--- config.mk ---
export PLATFORM = sky130hd
export DESIGN_NAME = ppabc_top
export DESIGN_NICKNAME = d
export VERILOG_FILES = /design/src/verilog/ppabc_port_a.v /design/src/verilog/ppabc_port_c.v /design/src/verilog/ppabc_top.v
export VERILOG_INCLUDE_DIRS = /design/src /design/src/verilog
export SDC_FILE = /design/constraint.sdc
export NUM_CORES = 1
export LEC_CHECK = 0
export BUFFER_PORTS_ARGS = -buffer_cell sky130_fd_sc_hd__clkbuf_2
export CAP_MARGIN = 0
export CORE_UTILIZATION = 42
export CTS_CLUSTER_DIAMETER = 30
export DETAILED_ROUTE_END_ITERATION = 16
export MAX_ROUTING_LAYER = met4
export PLACE_DENSITY = 0.76
export SLEW_MARGIN = 40
export SYNTH_ARGS = -nofsm -noshare
export SYNTH_HDL_FRONTEND = slang
export SYNTH_SLANG_ARGS = --single-unit
export TNS_END_PERCENT = 5
--- constraint.sdc ---
create_clock -name clk -period 5.6 [get_ports clk]
set_clock_uncertainty 0.1 [all_clocks]
set_input_delay 1.12 -clock clk [delete_from_list [all_inputs] [get_ports clk]]
set_output_delay 1.12 -clock clk [all_outputs]
set_load 0.02 [all_outputs]
--- src/verilog/ppabc_consts.vh ---
// Constants shared by the port A, B and C logic
`ifndef PPABC_CONSTS_VH
`define PPABC_CONSTS_VH

// ----------------------------------------
// Register offsets
// ----------------------------------------
`define PPABC_OFF_PA_DATA 16'h1000
`define PPABC_OFF_PC_DATA 16'h1003
`define PPABC_OFF_PB_DATA 16'h1004
`define PPABC_OFF_DIRC    16'h1007
`define PPABC_OFF_PCTL    16'h1026

// ----------------------------------------
// Pulse count control fields
// ----------------------------------------
`define PPABC_PCTL_DIR7   7
`define PPABC_PCTL_DIR3   3
`define PPABC_PCTL_CMP3   2

// ----------------------------------------
// Reset values and the strap-taken set bit
// ----------------------------------------
`define PPABC_RST_BYTE    8'h00
`define PPABC_RST_HIZ     8'hff
`define PPABC_RST_PA_OUT  5'h00
`define PPABC_RST_PA_HIZ  1'h1
`define PPABC_RST_BIT     1'h0
`define PPABC_RST_CAP     4'h0
`define PPABC_BIT_ON      1'h1

// ----------------------------------------
// Operating modes on the strap pins
// ----------------------------------------
`define PPABC_MODE_BOOT   2'h0
`define PPABC_MODE_SINGLE 2'h1
`define PPABC_MODE_TEST   2'h2
`define PPABC_MODE_EXPAND 2'h3

`endif

--- src/verilog/ppabc_port_a.v ---
// Port A pin logic shared with the timer
`timescale 1ns/1ps
`include "ppabc_consts.vh"

module ppabc_port_a (
  // Clock and reset
  input  wire       clk,
  input  wire       reset,
  // Register side
  input  wire [7:0] wrData,
  input  wire       wrEn,
  input  wire       dir7,
  input  wire       dir3,
  input  wire       cmpOn3,
  // Timer side
  input  wire [7:3] cmpCtl,
  input  wire [7:3] cmpVal,
  // Pins
  input  wire [7:0] paIn,
  output reg  [7:3] paOut_r,
  output reg        paOeN7_r,
  output reg        paOeN3_r,
  output reg        pulseIn_r,
  output reg  [3:0] captureIn_r,
  output wire [7:0] readVal
);

  reg  [7:3] latch_r;
  // Bit 3 is a compare pin only when cmpOn3 also selects compare for it, not on the timer's cmpCtl[3] alone
  wire [7:3] timerOwns = {cmpCtl[7:4], cmpCtl[3] & cmpOn3};
  wire [7:3] driveNxt  = (timerOwns & cmpVal) | (~timerOwns & latch_r);
  wire       out7      = dir7 | timerOwns[7];
  wire       out3      = dir3 | timerOwns[3];

  always @(posedge clk or posedge reset) begin
    if (reset) begin
      latch_r     <= `PPABC_RST_PA_OUT;
      paOut_r     <= `PPABC_RST_PA_OUT;
      paOeN7_r    <= `PPABC_RST_PA_HIZ;
      paOeN3_r    <= `PPABC_RST_PA_HIZ;
      pulseIn_r   <= `PPABC_RST_BIT;
      captureIn_r <= `PPABC_RST_CAP;
    end else begin
      if (wrEn) begin
        latch_r <= wrData[7:3];
      end
      paOut_r     <= driveNxt;
      paOeN7_r    <= ~out7;
      paOeN3_r    <= ~out3;
      pulseIn_r   <= paIn[7];
      captureIn_r <= paIn[3:0];
    end
  end

  // Outputs read back what is driven, inputs read the pin
  assign readVal = {out7 ? paOut_r[7] : paIn[7], paOut_r[6:4],
                    out3 ? paOut_r[3] : paIn[3], paIn[2:0]};

endmodule // ppabc_port_a

--- src/verilog/ppabc_port_c.v ---
// Port C general-purpose data and direction bits
`timescale 1ns/1ps
`include "ppabc_consts.vh"

module ppabc_port_c (
  // Clock and reset
  input  wire       clk,
  input  wire       reset,
  // Register side
  input  wire [7:0] wrData,
  input  wire       dataWr,
  input  wire       dirWr,
  // Pins
  input  wire [7:0] pcIn,
  output wire [7:0] gpioOut,
  output wire [7:0] gpioOeN,
  output wire [7:0] readVal,
  output wire [7:0] dirBits
);

  reg [7:0] data_r;
  reg [7:0] dir_r;

  genvar i;
  generate
    for (i = 0; i < 8; i = i + 1) begin : gBit
      always @(posedge clk or posedge reset) begin
        if (reset) begin
          data_r[i] <= `PPABC_RST_BIT;
          dir_r[i]  <= `PPABC_RST_BIT;
        end else begin
          if (dataWr) begin
            data_r[i] <= wrData[i];
          end
          if (dirWr) begin
            dir_r[i] <= wrData[i];
          end
        end
      end
      assign gpioOut[i] = data_r[i];
      assign gpioOeN[i] = ~dir_r[i];
      assign readVal[i] = dir_r[i] ? data_r[i] : pcIn[i];
    end
  endgenerate

  assign dirBits = dir_r;

endmodule // ppabc_port_c

--- src/verilog/ppabc_top.v ---
// Parallel ports A, B and C with register port and bus-mode muxing
//
// The address-and-strobe port was left to the implementer.
`timescale 1ns/1ps
`include "ppabc_consts.vh"

module ppabc_top (
  // Clock and reset
  input  wire        clk,
  input  wire        reset,
  // Register port
  input  wire [15:0] regAddr,
  input  wire [7:0]  regWrData,
  input  wire        regWr,
  input  wire        regRd,
  output reg  [7:0]  regRdData_r,
  // Mode straps
  input  wire [1:0]  modeSel,
  // Timer
  input  wire [7:3]  cmpCtl,
  input  wire [7:3]  cmpVal,
  output wire        pulseCountInput,
  output wire [3:0]  captureIn,
  output reg  [7:0]  pulseCountControl_r,
  // Port A pins
  input  wire [7:0]  paIn,
  output wire [7:3]  paOut,
  output wire        paOeN7,
  output wire        paOeN3,
  // Port B pins
  output reg  [7:0]  pbOut_r,
  // Port C pins
  input  wire [7:0]  pcIn,
  output reg  [7:0]  pcOut_r,
  output reg  [7:0]  pcOeN_r,
  // Expansion bus
  input  wire [15:0] busAddr,
  input  wire [7:0]  busWrData,
  input  wire        busAddrPhase,
  input  wire        busWrPhase,
  output reg  [7:0]  busRdData_r,
  output reg         pcExtAccess_r
);

  // ----------------------------------------
  // Mode strap capture
  // ----------------------------------------
  // Straps are caught on the first edge after release, never by the reset itself
  reg  [1:0] mode_r;
  reg        modeTaken_r;

  always @(posedge clk or posedge reset) begin
    if (reset) begin
      mode_r      <= `PPABC_MODE_SINGLE;
      modeTaken_r <= `PPABC_RST_BIT;
    end else begin
      if (!modeTaken_r) begin
        mode_r      <= modeSel;
        modeTaken_r <= `PPABC_BIT_ON;
      end
    end
  end

  wire singleMode = (mode_r == `PPABC_MODE_SINGLE) ||
                    (mode_r == `PPABC_MODE_BOOT);
  wire busMode    = ~singleMode;

  // ----------------------------------------
  // Address decode
  // ----------------------------------------
  wire hitA   = (regAddr == `PPABC_OFF_PA_DATA);
  wire hitB   = (regAddr == `PPABC_OFF_PB_DATA);
  wire hitC   = (regAddr == `PPABC_OFF_PC_DATA);
  wire hitDir = (regAddr == `PPABC_OFF_DIRC);
  wire hitCtl = (regAddr == `PPABC_OFF_PCTL);

  wire wrA    = regWr & hitA;
  wire wrB    = regWr & hitB;
  // In bus modes the port C address belongs to external memory
  wire wrC    = regWr & hitC & singleMode;
  wire wrDir  = regWr & hitDir;
  wire wrCtl  = regWr & hitCtl;

  // ----------------------------------------
  // Pulse count control register
  // ----------------------------------------
  always @(posedge clk or posedge reset) begin
    if (reset) begin
      pulseCountControl_r <= `PPABC_RST_BYTE;
    end else begin
      if (wrCtl) begin
        pulseCountControl_r <= regWrData;
      end
    end
  end

  wire pa7Direction = pulseCountControl_r[`PPABC_PCTL_DIR7];
  wire pa3Direction = pulseCountControl_r[`PPABC_PCTL_DIR3];
  wire pa3CmpSel    = pulseCountControl_r[`PPABC_PCTL_CMP3];

  // ----------------------------------------
  // Port A
  // ----------------------------------------
  wire [7:0] paRead;

  ppabc_port_a ppabc_port_a_i (
    .clk         (clk),
    .reset       (reset),
    .wrData      (regWrData),
    .wrEn        (wrA),
    .dir7        (pa7Direction),                                            
    .dir3        (pa3Direction),
    .cmpOn3      (pa3CmpSel),
    .cmpCtl      (cmpCtl),
    .cmpVal      (cmpVal),
    .paIn        (paIn),
    .paOut_r     (paOut),
    .paOeN7_r    (paOeN7),
    .paOeN3_r    (paOeN3),
    .pulseIn_r   (pulseCountInput),
    .captureIn_r (captureIn),
    .readVal     (paRead)
  );

  // ----------------------------------------
  // Port B
  // ----------------------------------------
  reg [7:0] pbLatch_r;

  always @(posedge clk or posedge reset) begin
    if (reset) begin
      pbLatch_r <= `PPABC_RST_BYTE;
      pbOut_r   <= `PPABC_RST_BYTE;
    end else begin
      if (wrB) begin
        pbLatch_r <= regWrData;
      end
      if (singleMode) begin
        pbOut_r <= pbLatch_r;
      end else begin
        pbOut_r <= busAddr[15:8];
      end
    end
  end

  // ----------------------------------------
  // Port C
  // ----------------------------------------
  wire [7:0] pcGpioOut;
  wire [7:0] pcGpioOeN;
  wire [7:0] pcRead;
  wire [7:0] portcDirectionBits;

  ppabc_port_c ppabc_port_c_i (
    .clk     (clk),
    .reset   (reset),
    .wrData  (regWrData),
    .dataWr  (wrC),
    .dirWr   (wrDir),
    .pcIn    (pcIn),
    .gpioOut (pcGpioOut),
    .gpioOeN (pcGpioOeN),
    .readVal (pcRead),
    .dirBits (portcDirectionBits)
  );

  // Bus phases: low address first, then write data; read phase floats the pins
  wire       busDrives = busAddrPhase | busWrPhase;
  wire [7:0] busByte   = busAddrPhase ? busAddr[7:0] : busWrData;

  always @(posedge clk or posedge reset) begin
    if (reset) begin
      pcOut_r       <= `PPABC_RST_BYTE;
      pcOeN_r       <= `PPABC_RST_HIZ;
      busRdData_r   <= `PPABC_RST_BYTE;
      pcExtAccess_r <= `PPABC_RST_BIT;
    end else begin
      if (singleMode) begin
        pcOut_r <= pcGpioOut;
        pcOeN_r <= pcGpioOeN;
      end else begin
        pcOut_r <= busByte;
        pcOeN_r <= busDrives ? `PPABC_RST_BYTE : `PPABC_RST_HIZ;
      end
      busRdData_r   <= pcIn;
      pcExtAccess_r <= (regWr | regRd) & hitC & busMode;
    end
  end

  // ----------------------------------------
  // Read data
  // ----------------------------------------
  // Unmapped and externally owned addresses read as zero
  reg [7:0] rdNxt;

  always @* begin
    rdNxt = `PPABC_RST_BYTE;
    if (hitA) begin
      rdNxt = paRead;
    end else if (hitB) begin
      rdNxt = singleMode ? pbLatch_r : pbOut_r;
    end else if (hitC) begin
      rdNxt = singleMode ? pcRead : `PPABC_RST_BYTE;
    end else if (hitDir) begin
      rdNxt = portcDirectionBits;
    end else if (hitCtl) begin
      rdNxt = pulseCountControl_r;
    end
  end

  // Data stand for exactly the cycle after the strobe
  always @(posedge clk or posedge reset) begin
    if (reset) begin
      regRdData_r <= `PPABC_RST_BYTE;
    end else begin
      regRdData_r <= regRd ? rdNxt : `PPABC_RST_BYTE;
    end
  end

endmodule // ppabc_top
**After elaboration in Yosys (flattened, before gate mapping)**

Index checks and enable logic that the tools add are counted.

- $mul: 0
- Multiplexer cells: 23
- $lt $le $gt $ge: 0
- $add $sub $neg: 0
- Bitwise logic cells: 28
- Equality and inequality tests: 6
- Divide/modulo/power cells: 0
- Reduce and logical (&&, ||, !) cells: 2
- Shift operators: 0

Operators by type and width:

| kind | number |
|---|---|
| 8-bit 2-to-1 mux | 13 |
| 16-bit by 13-bit equality test with 1-bit output (second input constant) | 5 |
| 1-bit NOT | 11 |
| 5-bit bitwise AND | 2 |
| 1-bit 2-to-1 mux | 10 |
| 1-bit bitwise AND | 9 |
| 5-bit NOT | 1 |
| 5-bit OR | 1 |
| 1-bit OR | 4 |
| 2-bit by 1-bit equality test with 1-bit output (second input constant) | 1 |
| 2-bit zero test | 1 |
| 1-bit logical OR | 1 |

- Memory bits (read-only): 0
- Input bits: 82
- Register bits after elaboration: 93
- Bits in writable memories: 0
- Memories: 0
- Bits in latches: 0
- Output and inout port bits: 61

**Depth between registers and ports, before layout**

- Depth after elaboration: 7
- Gate-level depth with buffers: 6
- Gate-level depth less buffers: 4

**Hierarchy**

A second synthesis with hierarchy kept.

- Cells, all modules: 312
- Area total of the unflattened synthesis: 4097.7 um2

By module, submodules not included:

| module | times used | area each (um2) | cells an instance | sequential area each (um2) |
|---|---|---|---|---|
| ppabc_top | 1 | 2678.8 | 222 | 1486.4 |
| ppabc_port_c | 1 | 787.0 | 51 | 400.4 |
| ppabc_port_a | 1 | 631.9 | 39 | 427.9 |

**Worst setup path after synthesis**

OpenSTA, ideal clock, no wires.

- Path type: input to register
- From: input port regAddr[9]
- To: register ppabc_port_c_i.data_r[0], in the netlist ppabc_port_c_i.gpioOut[0]
- Data arrival time: 2975 ps
- Setup time: 125 ps
- Stages on the path: 5
- Data required time: 5375 ps
- Setup slack: 2400 ps
- Cell sequence: or4b_1 > buf_2 > or4_4 > nor4_4 > mux2_2

- Cells in the longest elaborated chain, start to end: 3

Ends and longest elaborated chain:

| item | RTL line | RTL |
|---|---|---|
| start: declaration | ppabc_top.v:12 | `input wire [15:0] regAddr,` |
| 16-bit by 13-bit equality test with 1-bit output (no line) | - |  |
| 1-bit bitwise AND (2 in a row) | ppabc_top.v:80 | `wire wrC = regWr & hitC & singleMode;` |
| end signal: indexed assignment | ppabc_port_c.v:29 | `` data_r[i] <= `PPABC_RST_BIT; `` |
| end signal: indexed assignment | ppabc_port_c.v:33 | `data_r[i] <= wrData[i];` |
| end: declaration | ppabc_port_c.v:21 | `reg [7:0] data_r;` |

No other way between the ends.
A chain may end at the register's enable or synchronous reset.

**Worst setup path after layout**

- From: input port regAddr[9]
- To: register ppabc_port_c_i.data_r[1], in the netlist ppabc_port_c_i.gpioOut[1]

The elaborated chain is that of the path after synthesis.

==> results.toml <==
[yosys]
synth_area_leaders = "dfrtp_1 52%, mux2_2 13%, dfstp_2 6.6%"
yosysTopAreaCell = "dfrtp_1"
yosysSeqAreaShare = 0.585
yosysWarnings = 0
ys_seq_elements = 92
yosysTopAreaCellShare = 0.518
syn-cell-area_mm2 = 0.00396
syn_nets = 421
synth_area_per_cell_um2 = 11.7
ys_types = 33
syn_inst = 339

[sta]
maxSlewHeadroom = 0.423
timing.final.crit_share = 0.613
slew_violations = 0
fin_crit_ns = 3.44
rsz0062_at_grt = "no"
setup_ws_ns = 2.16
setup_violations = 0
max_freq_mhz = 291
fin_tns_setup_ns = 0
hold_viol_final = 0
worst_pin_slew_ns = 0.865

[routing]
wire_per_inst_um = 17.5
drc_errors = 0
drtIter0Drc = 155
via_per_inst = 5.44
wirelength_um = 10200
ant_nets = 0
num_vias = 3168
firstDrtPassIters = 5

[placed_design]
place_area_mm2 = 0.00472
dpl_worst_slack_ns = 1.78
io_buffers = 138
dp_hpwl_um = 7060
gp_congestion = 0.836

[worst_setup_path]
critPathKind = "in -> reg"
r2r.worst_path.cells = 5
cp_data_arrival_time_ns = 3.58
critical_path_buf_inv_count = 1
r2r-end = "regRdData_r[4]$_DFF_PP0_"
cpMaxStageDelayCell = "or4b_1"
worstPathRequired_ns = 5.74
cp_cell_sequence = "clkbuf_2 -> or4b_1 -> or4_4 -> nor4_4 -> mux2_2"
critical-path-max-stage-delay_ns = 0.82
endpoint_kind = "register"
reg2reg_slack_ns = 3.67
cp_top_family = "simple AND/OR/NAND/NOR gates"
crit_fanout = 15
timing.rr.start = "mode_r[1]$_DFFE_PP0N_"
start_kind = "input pin"

[min_path]
hold_class = "reg -> reg"
hold_start = "pulseCountControl_r[7]$_DFFE_PP0P_"
worstHoldEndpoint = "ppabc_port_a_i.paOeN7_r$_DFF_PP1_"
whs_path_depth = 1

[cells_and_area]
nets = 548
drive_gt1_frac = 0.456
final_cell_mix = "138 x clkbuf_2, 82 x dfrtp_1, 45 x mux2_2"
diodes = 0
final_common_cell = "clkbuf_2"
fillers = 840
design_area_mm2 = 0.00493
syn2layout_area_growth_pct = 24.5

[power]
p_seq_frac = 0.522
p_leak_nw = 2.42
pwr-share-clk = 0.354
internal_power_mw = 1.00
ir_worst_vdd_uv = 130
p_sw_mw = 0.344
netSwitchingFraction = 0.256
power_density_mw_per_mm2 = 273
power_frac_comb = 0.124

[die]
placementRows = 35
fp.dieW_um = 99.1
fp.dieH_um = 99.1
initial_core_util = 0.431
core_mm2 = 0.00920
ios = 143
die_area_mm2 = 0.00982

[cts]
cts_made_buffers = 9
post_cts_buffers = 0
h-tree-depth = 3
cts_tree = "yes"
cts_buffer_depth = 2
ctsHoldBuffers = 0
clock_latency_ns = 0.36
clkTransAtPathRegs_ns = 0.09
cts_root_buffer = "clkbuf_8"
numClockSinks = 92
post_cts_resized = 0

[global_route]
grt_pass1_vias = 3198
grt_overflow = 0
grt_max_degree = 93
grt_pass1_wl_um = 16100
grtUsageTotal = 0.225
antenna_found_initial = 0

[flow_run]
max-cap-violations = 0

[outcome]
status = "completed"
-- cell families (layout without fill, tap and decap cells) --
family | after synthesis | after routing | share of synthesized area
simple gates | 104 | 104 | 0.135
buf+inv | 24 | 156 | 0.0259
flops | 92 | 92 | 0.585
compound gates | 57 | 57 | 0.0850
mux | 61 | 61 | 0.168
other cells | 1 | 1 | 0.000947
-- final cells by class --
class	instances	area, um^2	area share
sequential	92	2310	0.470
multi-input combinational	223	1560	0.316
inverter	1	11.3	0.00228
timing repair buffer	139	698	0.142
clock inverter	4	75.1	0.0152
clock buffer	12	135	0.0274
tap	111	139	0.0282
-- worst register-to-register path, delay by kind of cell (launching register included) --
| kind | cells | cell delay [ns] |
|---|---|---|
| AO/OA/AOI/OAI | 2 | 0.48 |
| buffers and inverters | 1 | 0.28 |
| flip-flops | 1 | 0.38 |
| AND/OR/NAND/NOR | 2 | 0.62 |
-- how the worst max path moves through the flow --
| stage | startpoint | end | cells after the start |
|---|---|---|---|
| after floorplan | reset | busRdData_r[0]$_DFF_PP0_ | 1 |
| after CTS | regAddr[9] | ppabc_port_c_i.gpioOut[0]$_DFFE_PP0P_ | 5 |
| after global routing | regAddr[14] | pulseCountControl_r[4]$_DFFE_PP0P_ | 5 |
| after detailed placement | regAddr[9] | ppabc_port_c_i.gpioOut[1]$_DFFE_PP0P_ | 5 |
| final | regAddr[9] | ppabc_port_c_i.gpioOut[1]$_DFFE_PP0P_ | 5 |
| after global placement | regAddr[14] | ppabc_port_a_i.latch_r[5]$_DFFE_PP0P_ | 5 |
-- synth_stat cells (all sizes together) --
cell and n:
or2 1, conb 1, or4 1, o21ai 24, dfstp 10, nand4 4
mux2i 16, a31oi 1, nand3 15, and3 1, or3b 1, o31ai 8
nor2 13, dfrtp 82, inv 1, or4b 1, buf 5, a21oi 16
and2 1, or3 2, nand2 35, mux2 45, nor4 8, nand2b 10
a31o 1, nor3 9, nor3b 2, a311oi 7, clkbuf 18
-- state kept, by name (all words and copies together) (netlist names) --
name / cells
pbOut_r: 8
ppabc_port_a_i.paOut_r: 5
ppabc_port_a_i.paOeN3_r: 1
pcOut_r: 8
ppabc_port_a_i.pulseIn_r: 1
ppabc_port_c_i.gpioOut: 8
pcExtAccess_r: 1
ppabc_port_c_i.dirBits: 8
regRdData_r: 8
modeTaken_r: 1
mode_r: 1
pbLatch_r: 8
ppabc_port_a_i.latch_r: 5
busRdData_r: 8
ppabc_port_a_i.captureIn_r: 4
pulseCountControl_r: 8
pcOeN_r: 8
ppabc_port_a_i.paOeN7_r: 1
-- power by group through the flow --
stage	clock (mW)	combinational, mW	sequential, mW
CTS	0.490	0.170	0.704
detailed placement	0	0.169	0.717
floorplan	0	0.0605	0.748
global route	0.520	0.183	0.706
finish	0.477	0.168	0.703
global placement	0	0.166	0.715
-- stage by stage --
| stage | total power, mW | util | std cells | hold slack (ns) |
|---|---|---|---|---|
| finish | 1.35 | 0.536 | 582 | 0.374 |
| global route | 1.41 | 0.536 | 582 | 0.387 |
| CTS | 1.36 | 0.536 | 582 | 0.381 |
| detailed placement | 0.886 | 0.513 | 566 | 0.378 |
| global placement | 0.880 | 0.511 | 566 | 0.367 |
| floorplan | 0.809 | - | 339 | 0.321 |
-- layer usage --
layer	global-route usage	vias up	routed length, um
met2	0.372	127	5210
met4	0.102	0	282
met3	0.0429	24	483
met1	0.270	1555	4190
li1	-	1462	-
met5	-	-	0
Note: power is estimated with default switching activity, not from simulation.
